File: config.mk
export PLATFORM = sky130hd
export DESIGN_NAME = zsd_top
export DESIGN_NICKNAME = d
export VERILOG_FILES = /design/src/include/zsd_pkg.sv /design/src/rtl/zsd_range_calc.sv /design/src/rtl/zsd_top.sv
export SDC_FILE = /design/constraint.sdc
export NUM_CORES = 1
export LEC_CHECK = 0
export ABC_CLOCK_PERIOD_IN_PS = 12700
export BUFFER_PORTS_ARGS = -buffer_cell sky130_fd_sc_hd__buf_4
export CORE_AREA = 2 2 181 112
export DETAILED_ROUTE_END_ITERATION = 8
export DIE_AREA = 0 0 183 114
export PLACE_DENSITY = 0.84
export SLEW_MARGIN = 20
export SYNTH_ARGS = -nofsm -noshare
export SYNTH_HDL_FRONTEND = slang
export SYNTH_SLANG_ARGS = --single-unit
File: constraint.sdc
create_clock -name clk_in -period 12.7 [get_ports clk_in]
set_input_delay 2.54 -clock clk_in [delete_from_list [all_inputs] [get_ports clk_in]]
set_output_delay 2.54 -clock clk_in [all_outputs]
set_load 0.05 [all_outputs]
File: src/include/zsd_pkg.sv
// Constants and types shared by the zero, suppress and display mode block
package zsd_pkg;
   // Register offsets (byte addresses)
   localparam logic [7:0] ADR_CMD    = 8'h00;
   localparam logic [7:0] ADR_STATUS = 8'h04;
   localparam logic [7:0] ADR_RDG    = 8'h08;
   localparam logic [7:0] ADR_BASE   = 8'h0C;
   localparam logic [7:0] ADR_OFS    = 8'h10;
   // Command word layout: opcode and parameter
   localparam int OP_LSB = 8;
   localparam int OP_W   = 4;
   localparam int PAR_W  = 4;
   // Opcodes
   localparam logic [3:0] OP_FUNC  = 4'h1;
   localparam logic [3:0] OP_RANGE = 4'h2;
   localparam logic [3:0] OP_CHECK = 4'h3;
   localparam logic [3:0] OP_CORR  = 4'h4;
   localparam logic [3:0] OP_SUPP  = 4'h5;
   localparam logic [3:0] OP_DISP  = 4'h6;
   localparam logic [3:0] OP_TRIG  = 4'h7;
   localparam logic [3:0] OP_CLEAR = 4'h8;
   // Parameter values
   localparam logic [3:0] PAR_OFF = 4'h0;
   localparam logic [3:0] PAR_ON  = 4'h1;
   // Range codes
   localparam logic [3:0] RNG_AUTO   = 4'h0;
   localparam logic [3:0] RNG_LOW    = 4'h1;
   localparam logic [3:0] RNG_HIGH   = 4'hB;
   localparam logic [3:0] RNG_FREEZE = 4'hC;
   // Function code of the voltage-to-current resistance mode
   localparam logic [2:0] FUNC_VI = 3'h5;
   localparam logic [2:0] FUNC_MAX = 3'h5;
   // Full-scale derivation: 100 V basis, 10,000 displayed counts
   localparam int VI_BASIS_V      = 100;
   localparam int VI_BASIS_EXP    = 2;
   localparam int DISP_COUNTS     = 10000;
   localparam int FS_MANT         = 2;
   localparam int CUR_EXP_TOP     = 13;
   localparam int VI_EXP_MIN      = 5;
   // Status register bit positions
   localparam int ST_CHECK  = 0;
   localparam int ST_CORR   = 1;
   localparam int ST_SUPP   = 2;
   localparam int ST_ARM    = 3;
   localparam int ST_SRC    = 4;
   localparam int ST_READY  = 5;
   localparam int ST_OVR    = 6;
   localparam int ST_RMODE  = 8;
   localparam int ST_RNG    = 12;
   localparam int ST_FUNC   = 16;
   localparam int ST_TRIG   = 20;
   // Readiness wait states
   typedef enum logic [3:0] {
      ZSD_IDLE  = 4'h1,
      ZSD_WCONV = 4'h2,
      ZSD_WFE   = 4'h4,
      ZSD_WRNG  = 4'h8
   } zsd_wait_e;
endpackage : zsd_pkg

File: src/rtl/zsd_range_calc.sv
// Full-scale figures of the active range
`timescale 1ns/1ps
`default_nettype none
module zsd_range_calc #(
   parameter int DW = 24
) (
   // Active range
   input  wire logic [3:0]    rng_in,
   // Derived figures
   output logic [4:0]         vi_exp_out,
   output logic signed [DW-1:0] fs_lim_out
);
   localparam int FS_COUNTS = zsd_pkg::FS_MANT * zsd_pkg::DISP_COUNTS;
   int e;

   // Ohms decade = volt basis decade minus current decade, 2 x 10^e
   always_comb
   begin
      e = zsd_pkg::VI_BASIS_EXP + zsd_pkg::CUR_EXP_TOP - int'(rng_in);
      if (e < zsd_pkg::VI_EXP_MIN)
      begin
         e = zsd_pkg::VI_EXP_MIN;
      end
      vi_exp_out = e[4:0];
      fs_lim_out = FS_COUNTS[DW-1:0];
   end
endmodule : zsd_range_calc
`default_nettype wire

File: src/rtl/zsd_top.sv
// Zero check/correct, range, baseline suppression and display mode block
//
// The register addresses and the strobed register port were left to the implementer.
`timescale 1ns/1ps
`default_nettype none
module zsd_top #(
   parameter int DW = 24
) (
   // Clock, reset, enable
   input  wire logic          clk_in,
   input  wire logic          rst_n_in,
   input  wire logic          ce_in,
   // Register port
   input  wire logic [7:0]    addr_in,
   input  wire logic [31:0]   wr_data_in,
   input  wire logic          wr_in,
   input  wire logic          rd_in,
   output logic [31:0]        rd_data_out,
   // Converter and front end
   input  wire logic          conv_done_in,
   input  wire logic [DW-1:0] conv_data_in,
   input  wire logic          fe_setup_done_in,
   input  wire logic          rng_setup_done_in,
   // Mode state
   output logic               zero_check_out,
   output logic               offset_correct_out,
   output logic               suppress_out,
   output logic               show_source_out,
   output logic [3:0]         range_out,
   output logic [4:0]         vi_exp_out,
   output logic               ready_out,
   // Readings
   output logic [DW-1:0]      reading_out,
   output logic               reading_vld_out,
   output logic               overrange_out,
   output logic               range_up_out
);
   typedef struct packed {
      zsd_pkg::zsd_wait_e  wt;
      logic                chk;
      logic                cor;
      logic                cor_arm;
      logic                sup;
      logic                sup_arm;
      logic                src;
      logic [3:0]          rmode;
      logic [3:0]          rng;
      logic [2:0]          func;
      logic [2:0]          trig;
      logic [3:0]          base_rng;
      logic signed [DW-1:0] ofs;
      logic signed [DW-1:0] base;
      logic signed [DW-1:0] rdg;
      logic                vld;
      logic                ovr;
      logic                rup;
      logic [4:0]          vexp;
      logic [31:0]         rdata;
   } zsd_state_s;

   zsd_state_s            st_ff;
   zsd_state_s            nxt_st;
   logic [4:0]            calc_exp;
   logic signed [DW-1:0]  fs_lim;
   logic [3:0]            op;
   logic [3:0]            par;
   logic                  cmd;
   logic                  meter_cmd;
   logic signed [DW-1:0]  corr;
   logic signed [DW-1:0]  res;
   logic signed [DW-1:0]  mag;
   logic                  over;
   logic                  auto_up;
   logic [31:0]           status;

   zsd_range_calc #(
      .DW(DW)
   ) u_calc (
      .rng_in    (st_ff.rng),
      .vi_exp_out(calc_exp),
      .fs_lim_out(fs_lim)
   );

   assign op  = wr_data_in[zsd_pkg::OP_LSB +: zsd_pkg::OP_W];
   assign par = wr_data_in[0 +: zsd_pkg::PAR_W];
   assign cmd = wr_in && (addr_in == zsd_pkg::ADR_CMD);

   // Electrometer commands that pull the display back to the meter
   assign meter_cmd = cmd && (op == zsd_pkg::OP_FUNC || op == zsd_pkg::OP_RANGE ||
                              op == zsd_pkg::OP_CHECK || op == zsd_pkg::OP_CORR ||
                              op == zsd_pkg::OP_SUPP || op == zsd_pkg::OP_TRIG);

   always_comb
   begin
      status = '0;
      status[zsd_pkg::ST_CHECK] = st_ff.chk;
      status[zsd_pkg::ST_CORR]  = st_ff.cor;
      status[zsd_pkg::ST_SUPP]  = st_ff.sup;
      status[zsd_pkg::ST_ARM]   = st_ff.sup_arm;
      status[zsd_pkg::ST_SRC]   = st_ff.src;
      status[zsd_pkg::ST_READY] = (st_ff.wt == zsd_pkg::ZSD_IDLE);
      status[zsd_pkg::ST_OVR]   = st_ff.ovr;
      status[zsd_pkg::ST_RMODE +: 4] = st_ff.rmode;
      status[zsd_pkg::ST_RNG +: 4]   = st_ff.rng;
      status[zsd_pkg::ST_FUNC +: 3]  = st_ff.func;
      status[zsd_pkg::ST_TRIG +: 3]  = st_ff.trig;
   end

   // Reading path: offset, then baseline
   always_comb
   begin
      corr = $signed(conv_data_in);
      if (st_ff.cor)
      begin
         corr = $signed(conv_data_in) - st_ff.ofs;
      end
      res = corr;
      if (st_ff.sup)
      begin
         res = corr - st_ff.base;
      end
      mag = res[DW-1] ? -res : res;
      over = (mag >= fs_lim);
      // A fixed range below the baseline range cannot hold the baseline
      if (st_ff.sup && st_ff.rmode != zsd_pkg::RNG_AUTO && st_ff.rng < st_ff.base_rng)
      begin
         over = 1'b1;
      end
      auto_up = over && st_ff.rmode == zsd_pkg::RNG_AUTO && st_ff.rng < zsd_pkg::RNG_HIGH;
   end

   always_comb
   begin
      nxt_st = st_ff;
      nxt_st.rup = 1'b0;
      nxt_st.vld = 1'b0;
      nxt_st.vexp = calc_exp;
      nxt_st.rdata = '0;

      // Read data stand in the cycle after the strobe only
      if (rd_in)
      begin
         case (addr_in)
            zsd_pkg::ADR_STATUS: nxt_st.rdata = status;
            zsd_pkg::ADR_RDG:    nxt_st.rdata = 32'(st_ff.rdg);
            zsd_pkg::ADR_BASE:   nxt_st.rdata = 32'(st_ff.base);
            zsd_pkg::ADR_OFS:    nxt_st.rdata = 32'(st_ff.ofs);
            default:             nxt_st.rdata = '0;
         endcase
      end

      // Readiness waits
      case (st_ff.wt)
         zsd_pkg::ZSD_IDLE:  nxt_st.wt = zsd_pkg::ZSD_IDLE;
         zsd_pkg::ZSD_WCONV:
         begin
            if (conv_done_in)
            begin
               nxt_st.wt = zsd_pkg::ZSD_IDLE;
            end
         end
         zsd_pkg::ZSD_WFE:
         begin
            if (fe_setup_done_in)
            begin
               nxt_st.wt = zsd_pkg::ZSD_IDLE;
            end
         end
         zsd_pkg::ZSD_WRNG:
         begin
            if (rng_setup_done_in)
            begin
               nxt_st.wt = zsd_pkg::ZSD_IDLE;
            end
         end
         default:            nxt_st.wt = zsd_pkg::ZSD_IDLE;
      endcase

      // Conversion results
      if (conv_done_in)
      begin
         nxt_st.vld = 1'b1;
         if (st_ff.cor_arm)
         begin
            // Fresh offset taken from the raw input with check active
            nxt_st.ofs = $signed(conv_data_in);
            nxt_st.cor_arm = 1'b0;
            nxt_st.rdg = '0;
            nxt_st.ovr = 1'b0;
         end
         else if (st_ff.sup_arm)
         begin
            nxt_st.base = corr;
            nxt_st.base_rng = st_ff.rng;
            nxt_st.sup = 1'b1;
            nxt_st.sup_arm = 1'b0;
            nxt_st.rdg = '0;
            nxt_st.ovr = 1'b0;
         end
         else
         begin
            nxt_st.rdg = res;
            nxt_st.ovr = over && !auto_up;
            if (auto_up)
            begin
               // Step up rather than report overrange
               nxt_st.rng = st_ff.rng + 4'h1;
               nxt_st.rup = 1'b1;
            end
         end
      end

      // Commands; a command in the same cycle as a result overrides it
      if (cmd)
      begin
         case (op)
            zsd_pkg::OP_CHECK:
            begin
               if (par == zsd_pkg::PAR_OFF || par == zsd_pkg::PAR_ON)
               begin
                  nxt_st.chk = (par == zsd_pkg::PAR_ON);
                  nxt_st.wt = zsd_pkg::ZSD_WFE;
               end
            end
            zsd_pkg::OP_CORR:
            begin
               if (par == zsd_pkg::PAR_OFF)
               begin
                  nxt_st.cor = 1'b0;
                  nxt_st.cor_arm = 1'b0;
                  nxt_st.wt = zsd_pkg::ZSD_WCONV;
               end
               else if (par == zsd_pkg::PAR_ON)
               begin
                  nxt_st.cor = 1'b1;
                  // Without check, the old offset stays in use
                  nxt_st.cor_arm = st_ff.chk;
                  nxt_st.wt = zsd_pkg::ZSD_WCONV;
               end
            end
            zsd_pkg::OP_RANGE:
            begin
               if (par == zsd_pkg::RNG_AUTO || par == zsd_pkg::RNG_FREEZE)
               begin
                  nxt_st.rmode = par;
                  nxt_st.wt = zsd_pkg::ZSD_WRNG;
               end
               else if (par <= zsd_pkg::RNG_HIGH)
               begin
                  nxt_st.rmode = par;
                  nxt_st.rng = par;
                  nxt_st.rup = 1'b0;
                  nxt_st.wt = zsd_pkg::ZSD_WRNG;
               end
            end
            zsd_pkg::OP_SUPP:
            begin
               if (par == zsd_pkg::PAR_OFF)
               begin
                  nxt_st.sup = 1'b0;
                  nxt_st.sup_arm = 1'b0;
               end
               else if (par == zsd_pkg::PAR_ON)
               begin
                  // Baseline comes from the next triggered conversion
                  nxt_st.sup_arm = !st_ff.sup;
               end
            end
            zsd_pkg::OP_FUNC:
            begin
               if (par[2:0] <= zsd_pkg::FUNC_MAX && par[3] == 1'b0)
               begin
                  nxt_st.func = par[2:0];
                  if (par[2:0] != st_ff.func)
                  begin
                     nxt_st.sup = 1'b0;
                     nxt_st.sup_arm = 1'b0;
                     nxt_st.base = '0;
                  end
               end
            end
            zsd_pkg::OP_TRIG:
            begin
               // Trigger mode is only held here for status
               nxt_st.trig = par[2:0];
            end
            zsd_pkg::OP_DISP:
            begin
               if (par == zsd_pkg::PAR_OFF || par == zsd_pkg::PAR_ON)
               begin
                  nxt_st.src = (par == zsd_pkg::PAR_ON);
               end
            end
            zsd_pkg::OP_CLEAR:
            begin
               nxt_st.chk = 1'b1;
               nxt_st.cor = 1'b0;
               nxt_st.cor_arm = 1'b0;
               nxt_st.src = 1'b0;
               nxt_st.rmode = zsd_pkg::RNG_AUTO;
               nxt_st.sup = 1'b0;
               nxt_st.sup_arm = 1'b0;
               nxt_st.wt = zsd_pkg::ZSD_IDLE;
               nxt_st.ovr = 1'b0;
            end
            default:
            begin
               nxt_st.wt = st_ff.wt;
            end
         endcase
         if (meter_cmd)
         begin
            nxt_st.src = 1'b0;
         end
      end
   end

   always_ff @(posedge clk_in)
   begin
      if (!rst_n_in)
      begin
         st_ff <= '{wt: zsd_pkg::ZSD_IDLE, chk: 1'b1, rmode: zsd_pkg::RNG_AUTO,
                    rng: zsd_pkg::RNG_LOW, base_rng: zsd_pkg::RNG_LOW, default: '0};
      end
      else if (ce_in)
      begin
         st_ff <= nxt_st;
      end
   end

   assign rd_data_out        = st_ff.rdata;
   assign zero_check_out     = st_ff.chk;
   assign offset_correct_out = st_ff.cor;
   assign suppress_out       = st_ff.sup;
   assign show_source_out    = st_ff.src;
   assign range_out          = st_ff.rng;
   assign vi_exp_out         = st_ff.vexp;
   // Idle wait state is the one-hot bit zero
   assign ready_out          = st_ff.wt[0];
   assign reading_out        = st_ff.rdg;
   assign reading_vld_out    = st_ff.vld;
   assign overrange_out      = st_ff.ovr;
   assign range_up_out       = st_ff.rup;
endmodule : zsd_top
`default_nettype wire

# Word level (Yosys, flattened, before mapping)
# Cells that the tools add are included.
[op_classes] addsub=5 magnitude_cmp=6 eq_ne=24 mux=65 bitwise=2 n_reduce_logical=36
[ops] operator="$mux W24" n=12
[ops] operator="$pmux W32 S4" n=1
[ops] operator="$mux W4" n=14
[ops] operator="$mux W51" n=1
[ops] operator="$sub A24 B24 Y24" n=2
[ops] operator="$mux W32" n=1
[ops] operator="$ge A24 B16 Y1 const B" n=1
[ops] operator="$neg A24 Y24" n=1
[ops] operator="$reduce_and A4 Y1" n=6
[ops] operator="$eq A4 B3 Y1 const B" n=5
[ops] operator="$pmux W4 S5" n=1
[ops] operator="$eq A8 B4 Y1 const B" n=2
[ops] operator="$mux W1" n=15
[ops] operator="$mux W2" n=7
[ops] operator="$eq A4 B1 Y1 const B" n=3
[ops] operator="$eq A4 B2 Y1 const B" n=3
[ops] operator="$eq A4 B4 Y1 const B" n=3
[ops] operator="$mux W3" n=4
[ops] operator="$pmux W4 S3" n=1
[ops] operator="$mux W5" n=2
[ops] operator="$eq A8 B3 Y1 const B" n=1
[ops] operator="$eq A8 B5 Y1 const B" n=1
[ops] operator="$logic_and A1 B1 Y1" n=8
[ops] operator="$logic_not A4 Y1" n=2
[ops] operator="other kinds (27)" n=41
[totals] register_bits=140 in_bits=72 elab_cells=158

# Longest topological paths before layout
[depth] ltp_word=19 depth_mapped=24 ltp_nobuf=23

# Cells and area by module
# A second synthesis with hierarchy kept.
[unflattened] hier_cells=1552 hier_area_um2=11638.7
[by_module_without_submodules] module="zsd_top" n_inst=1 cells_per_inst=1520 area_per_inst_um2=11422.2
[by_module_without_submodules] module="zsd_range_calc" n_inst=1 cells_per_inst=32 area_per_inst_um2=216.5

# Least setup slack after synthesis
# OpenSTA, ideal clock, no wires.
[synth_timing] path_type="input port to flip-flop" startpoint="input conv_data_in[0]" endpoint="register st_ff (netlist bit range_out[2])" setup_ns=0.079 t_arrival_ns=7.193 required_time_ns=12.621 path_slack_ns=5.428 cell_stages=22 cell_sequence="inv_1 ha_1 inv_1 fa_1 a21o_1 a221oi_4 o21ai_1 xor2_1 mux2_2 ha_1 and4_1 nand3_1 a211o_1 a311oi_1 nor2_1 mux2_2 o32ai_1 nor4b_2 o211a_1 o2111ai_4 a311o_1 o211ai_1"
[synth_via] elab_chain_cells=18
[synth_lines] item="start, declared" line_no="zsd_top.sv:21" source="input wire logic [DW-1:0] conv_data_in,"
[synth_lines] item="$sub A24 B24 Y24" line_no="zsd_top.sv:115" source="corr = $signed(conv_data_in) - st_ff.ofs;"
[synth_lines] item="$mux W24 (*)" line_no="zsd_top.sv:113" source="if (st_ff.cor)"
[synth_lines] item="$sub A24 B24 Y24" line_no="zsd_top.sv:120" source="res = corr - st_ff.base;"
[synth_lines] item="$mux W24 (*)" line_no="zsd_top.sv:118" source="if (st_ff.sup)"
[synth_lines] item="$neg A24 Y24" line_no="zsd_top.sv:122" source="mag = res[DW-1] ? -res : res;"
[synth_lines] item="$mux W24 (*)" line_no="zsd_top.sv:122"
[synth_lines] item="$ge A24 B16 Y1 (*)" line_no="zsd_top.sv:123" source="over = (mag >= fs_lim);"
[synth_lines] item="$mux W1 (*)" line_no="zsd_top.sv:125" source="if (st_ff.sup && st_ff.rmode != zsd_pkg::RNG_AUTO && st_ff.rng < st_ff.base_rng)"
[synth_lines] item="$logic_and A1 B1 Y1 (*) (2 in a row)" line_no="zsd_top.sv:129" source="auto_up = over && st_ff.rmode == zsd_pkg::RNG_AUTO && st_ff.rng < zsd_pkg::RNG_HIGH;"
[synth_lines] item="$mux W4 (*)" line_no="zsd_top.sv:204" source="if (auto_up)"
[synth_lines] item="$mux W4 (*)" line_no="zsd_top.sv:191" source="else if (st_ff.sup_arm)"
[synth_lines] item="$mux W4 (*)" line_no="zsd_top.sv:183" source="if (st_ff.cor_arm)"
[synth_lines] item="$mux W4 (*)" line_no="zsd_top.sv:180" source="if (conv_done_in)"
[synth_lines] item="$mux W8" line_no="zsd_top.sv:248" source="else if (par <= zsd_pkg::RNG_HIGH)"
[synth_lines] item="$mux W4" line_no="zsd_top.sv:243" source="if (par == zsd_pkg::RNG_AUTO || par == zsd_pkg::RNG_FREEZE)"
[synth_lines] item="$mux W4" line_no="zsd_top.sv:216" source="case (op)"
[synth_lines] item="$mux W24 (*)" line_no="zsd_top.sv:214" source="if (cmd)"
[synth_lines] item="end signal, assigned" line_no="zsd_top.sv:322" source="st_ff <= '{wt: zsd_pkg::ZSD_IDLE, chk: 1'b1, rmode: zsd_pkg::RNG_AUTO,"
[synth_lines] item="end signal, assigned" line_no="zsd_top.sv:327" source="st_ff <= nxt_st;"
[synth_lines] item="end, declared" line_no="zsd_top.sv:61" source="zsd_state_s st_ff;"
# Mark *: on every way between the ends. The rest lies on a longest branch, timed or not. The select of a mux whose other input is x is not followed.
# A chain may end at the register's enable or synchronous reset.

# Worst setup path after layout
# Ends and elaborated chain as after synthesis.

==> summary.txt <==
Power and ir drop
  • Sequential power share: 37.2%
  • P_sw: roughly 0.34 mW
  • Comb power frac: around 18%
  • LEAKAGE: between 4 and 5 nW
  • Sw Ratio: between 20 and 30%
  • Int Power: between 0.8 and 0.9 mW
  • Power per cell area: approximately 99 mW/mm²
  • Clock power share: ~45%
  • Peak supply drop: 0.0925 mV

Synthesis
  • Yosys top cell area share: roughly a quarter
  • Post-synth EDFFs: 0
  • Ys flop type: dfxtp_1
  • Seq/Total Area, Yosys: 25.1%
  • Mapped Cells: ~1,400
  • Synth top cells by count: nand2_1, dfxtp_1, a21oi_1
  • Syn Area/Cell: between 7 and 8 µm²
  • Most common cell in the synthesized netlist: nand2_1
  • YS warnings: 0
  • Syn nets: between 1,500 and 2,000
  • Synth Register Bits: 131
  • Yosys top cell by area: dfxtp_1
  • Main area contributors after synthesis: dfxtp_1, nand2_1, ha_1
  • Async SR Flop Fraction: 0%
  • Post-synthesis cell area: approximately 0.010 mm²
  • Synth unique cells: 84

Finish
  • Area occupied by multi-input gates: about 0.0068 mm²
  • Net count reported at finish: 1,533
  • Layout cells sized above 1: between 10% and 20%
  • Sequential cell area: approximately 0.0026 mm²
  • Design area: roughly 0.012 mm²
  • Final core utilization: between 50% and 60%
  • Layout area overhead: 10.9%
  • Fillers: around 1,800

Worst setup path
  • Critical path type: input port to register
  • CP arrival: approximately 8.5 ns
  • CP max stage delay: just under 0.8 ns
  • Setup crit end kind: register
  • CP max stage cell: a211oi_1
  • Maximum fanout along the worst path: 9
  • Cell Chain, Critical Path: buf_4 > inv_1 > ha_1 > inv_1 > fa_1 > a21o_1 > a221oi_4 > o311a_1 > xnor2_1 > nand2_1 > o21ai_0 > ha_1 > a21oi_1 > o21ai_0 > a41oi_1 > o31ai_1 > xor2_1 > a211oi_1 > nand2_1 > nor4b_2 > o211a_1 > o2111ai_4 > a311o_1 > o211ai_1
  • CP required: roughly 13 ns
  • Startpoint Class: input port

STA
  • Setup Skew: roughly 0.0095 ns
  • Final hold violation count: 0
  • Setup TNS: 0 ns
  • Worst-margin pin slew: 1.05 ns
  • RSZ-0062 raised after global routing: no
  • Slew HR: roughly 30%
  • Tmin final: just over 8 ns
  • Fin. max-slew vios: 0
  • Setup violators final: 0
  • Max Freq: roughly 0.12 GHz
  • WHS: 0.472 ns
  • Final critical-path share of the clock period: approximately 64%

Floorplan
  • Die Ht: around 110 µm
  • Die X: roughly 180 µm
  • IO Count: between 100 and 150
  • Initial Utilization: a little over half
  • Die ar.: around 0.021 mm²
  • Placement Rows: 40
  • Core area: between 0.015 and 0.02 mm²

Placed design
  • Area after DPL: 0.0109 mm²
  • IO buf count: approximately 120
  • Gpl congestion: approximately 1.0
  • Dpl hpwl: ~26,000 µm

Run
  • Max cap viols: 0

Clocking
  • TritonCTS clock tree: built
  • Clk sinks: 131
  • Clock slew at reported path FFs: about 0.060 ns
  • H-tree Lvls: 4
  • Root Buffer: clkbuf_16
  • Inserted Clock Buffers: 17
  • Worst-Skew Late Latency: between 0.4 and 0.5 ns
  • Post-CTS setup buffer count: 0
  • CTS Hold Bufs: 0
  • Max Buffers Root-to-Sink: 2
  • Post_cts resized: 0

Drt
  • Drc violations: 0
  • Vias: around 11,000
  • Via density: 6.47
  • WL final: 35,100 µm
  • Post-DR wirelength/cell: about 21 µm
  • DRT Pass-1 Iters: 9
  • Antenna-violating nets left: 0
  • DR iter-0 viols: 1,628

Global route
  • Initial antenna violation count: 1
  • Largest net degree at the start of global routing: roughly 130
  • Vias in the first global route: approximately 9,500
  • Overall Global Routing Usage: between 30% and 40%
  • First-pass GRT wire length: between 50,000 and 60,000 µm
  • Total grt overflow: 0

Worst hold path
  • Worst hold-check path type: register to register

Run status
  • Status: complete, no violations
registers in the layout (all words and copies together), names as in the netlist:
name / cells
st_ff: 67
rd_data_out: 24
reading_out: 24
range_out: 4
vi_exp_out: 4
offset_correct_out: 1
overrange_out: 1
range_up_out: 1
reading_vld_out: 1
ready_out: 1
show_source_out: 1
suppress_out: 1
zero_check_out: 1
cell families after synthesis:
kind of cell / count (synthesis) / share of synthesized area, %
simple gates: 522 / 25.0
fa+ha+maj: 52 / 6.37
xor+xnor: 20 / 1.68
compound gates: 436 / 28.9
mux: 28 / 2.77
other cells: 1 / 0.0359
buf+inv: 218 / 10.2
flops: 131 / 25.1
cell type report:
class | count | area share [%]
diodes | 1 | 0.0216
clock buffers | 19 | 3.91
clock inverters | 12 | 1.34
inverters | 73 | 2.36
multi-input cells | 1059 | 58.6
flip-flops and latches | 131 | 22.7
well taps | 252 | 2.72
repair buffers | 127 | 8.40
critical path: cells and delay by family:
kind            cells  cell delay, ns
compound gates     13            3.68
xor+xnor            2            0.40
fa+ha+maj           3            1.00
buf+inv             3            0.23
simple gates        3            0.65
cell usage in the layout (no fill, tap or decap), drive strengths merged, types with 9 or more instances in the layout:
cell    synthesis  layout
a21oi         123     123
nand3          29      29
nor2b          82      82
and2           27      27
a222oi         21      21
o21ai          61      61
o21a           18      18
xnor2          10      10
nand2b         19      19
nand4          16      16
and3           16      16
a21o           25      25
o211ai         15      15
buf            69     127
o211a          10      10
nor2           74      74
a21boi         35      35
nand2         188     188
ha             50      50
o31ai          11      11
xor2           10      10
mux2i          21      21
clkbuf         76      19
a22oi          31      31
dfxtp         131     131
inv            72      74
or3             9       9
nor3           26      26
a211oi         14      14
per-layer routing:
metal,wire (µm),track usage [%],share of wire [%]
met1,15700,50.5,45
met2,13100,43.4,37
met3,5720,13.0,16
met4,642,8.00,1.8
met5,0,0,0
power groups by stage:
stage / clock (mW) / sequential [mW] / combinational [mW]
6_report: 0.520 / 0.425 / 0.200
5_1_grt: 0.538 / 0.426 / 0.214
4_1_cts: 0.521 / 0.425 / 0.193
3_3_place_gp: 0 / 0.434 / 0.186
3_5_place_dp: 0 / 0.434 / 0.191
2_1_floorplan: 0 / 0.431 / 0.140
worst paths after layout:
kind / from / end / slack (ns) / depth (start not counted)
max reg2reg: st_ff[88] / range_out[2] / 6.32 / 22
min reg2reg: st_ff[113] / st_ff[113] / 0.47 / 2
max: conv_data_in[0] / range_out[2] / 4.52 / 24
min: st_ff[113] / st_ff[113] / 0.47 / 2
per-stage QoR:
stage,cells,total power [mW],setup WS (ns)
after floorplan,1408,0.571,5.43
after global placement,1641,0.620,4.42
after detailed placement,1641,0.625,4.36
after CTS,1672,1.14,4.77
after global routing,1673,1.18,4.17
final,1674,1.15,4.52
(Power assumes the default switching activity.)
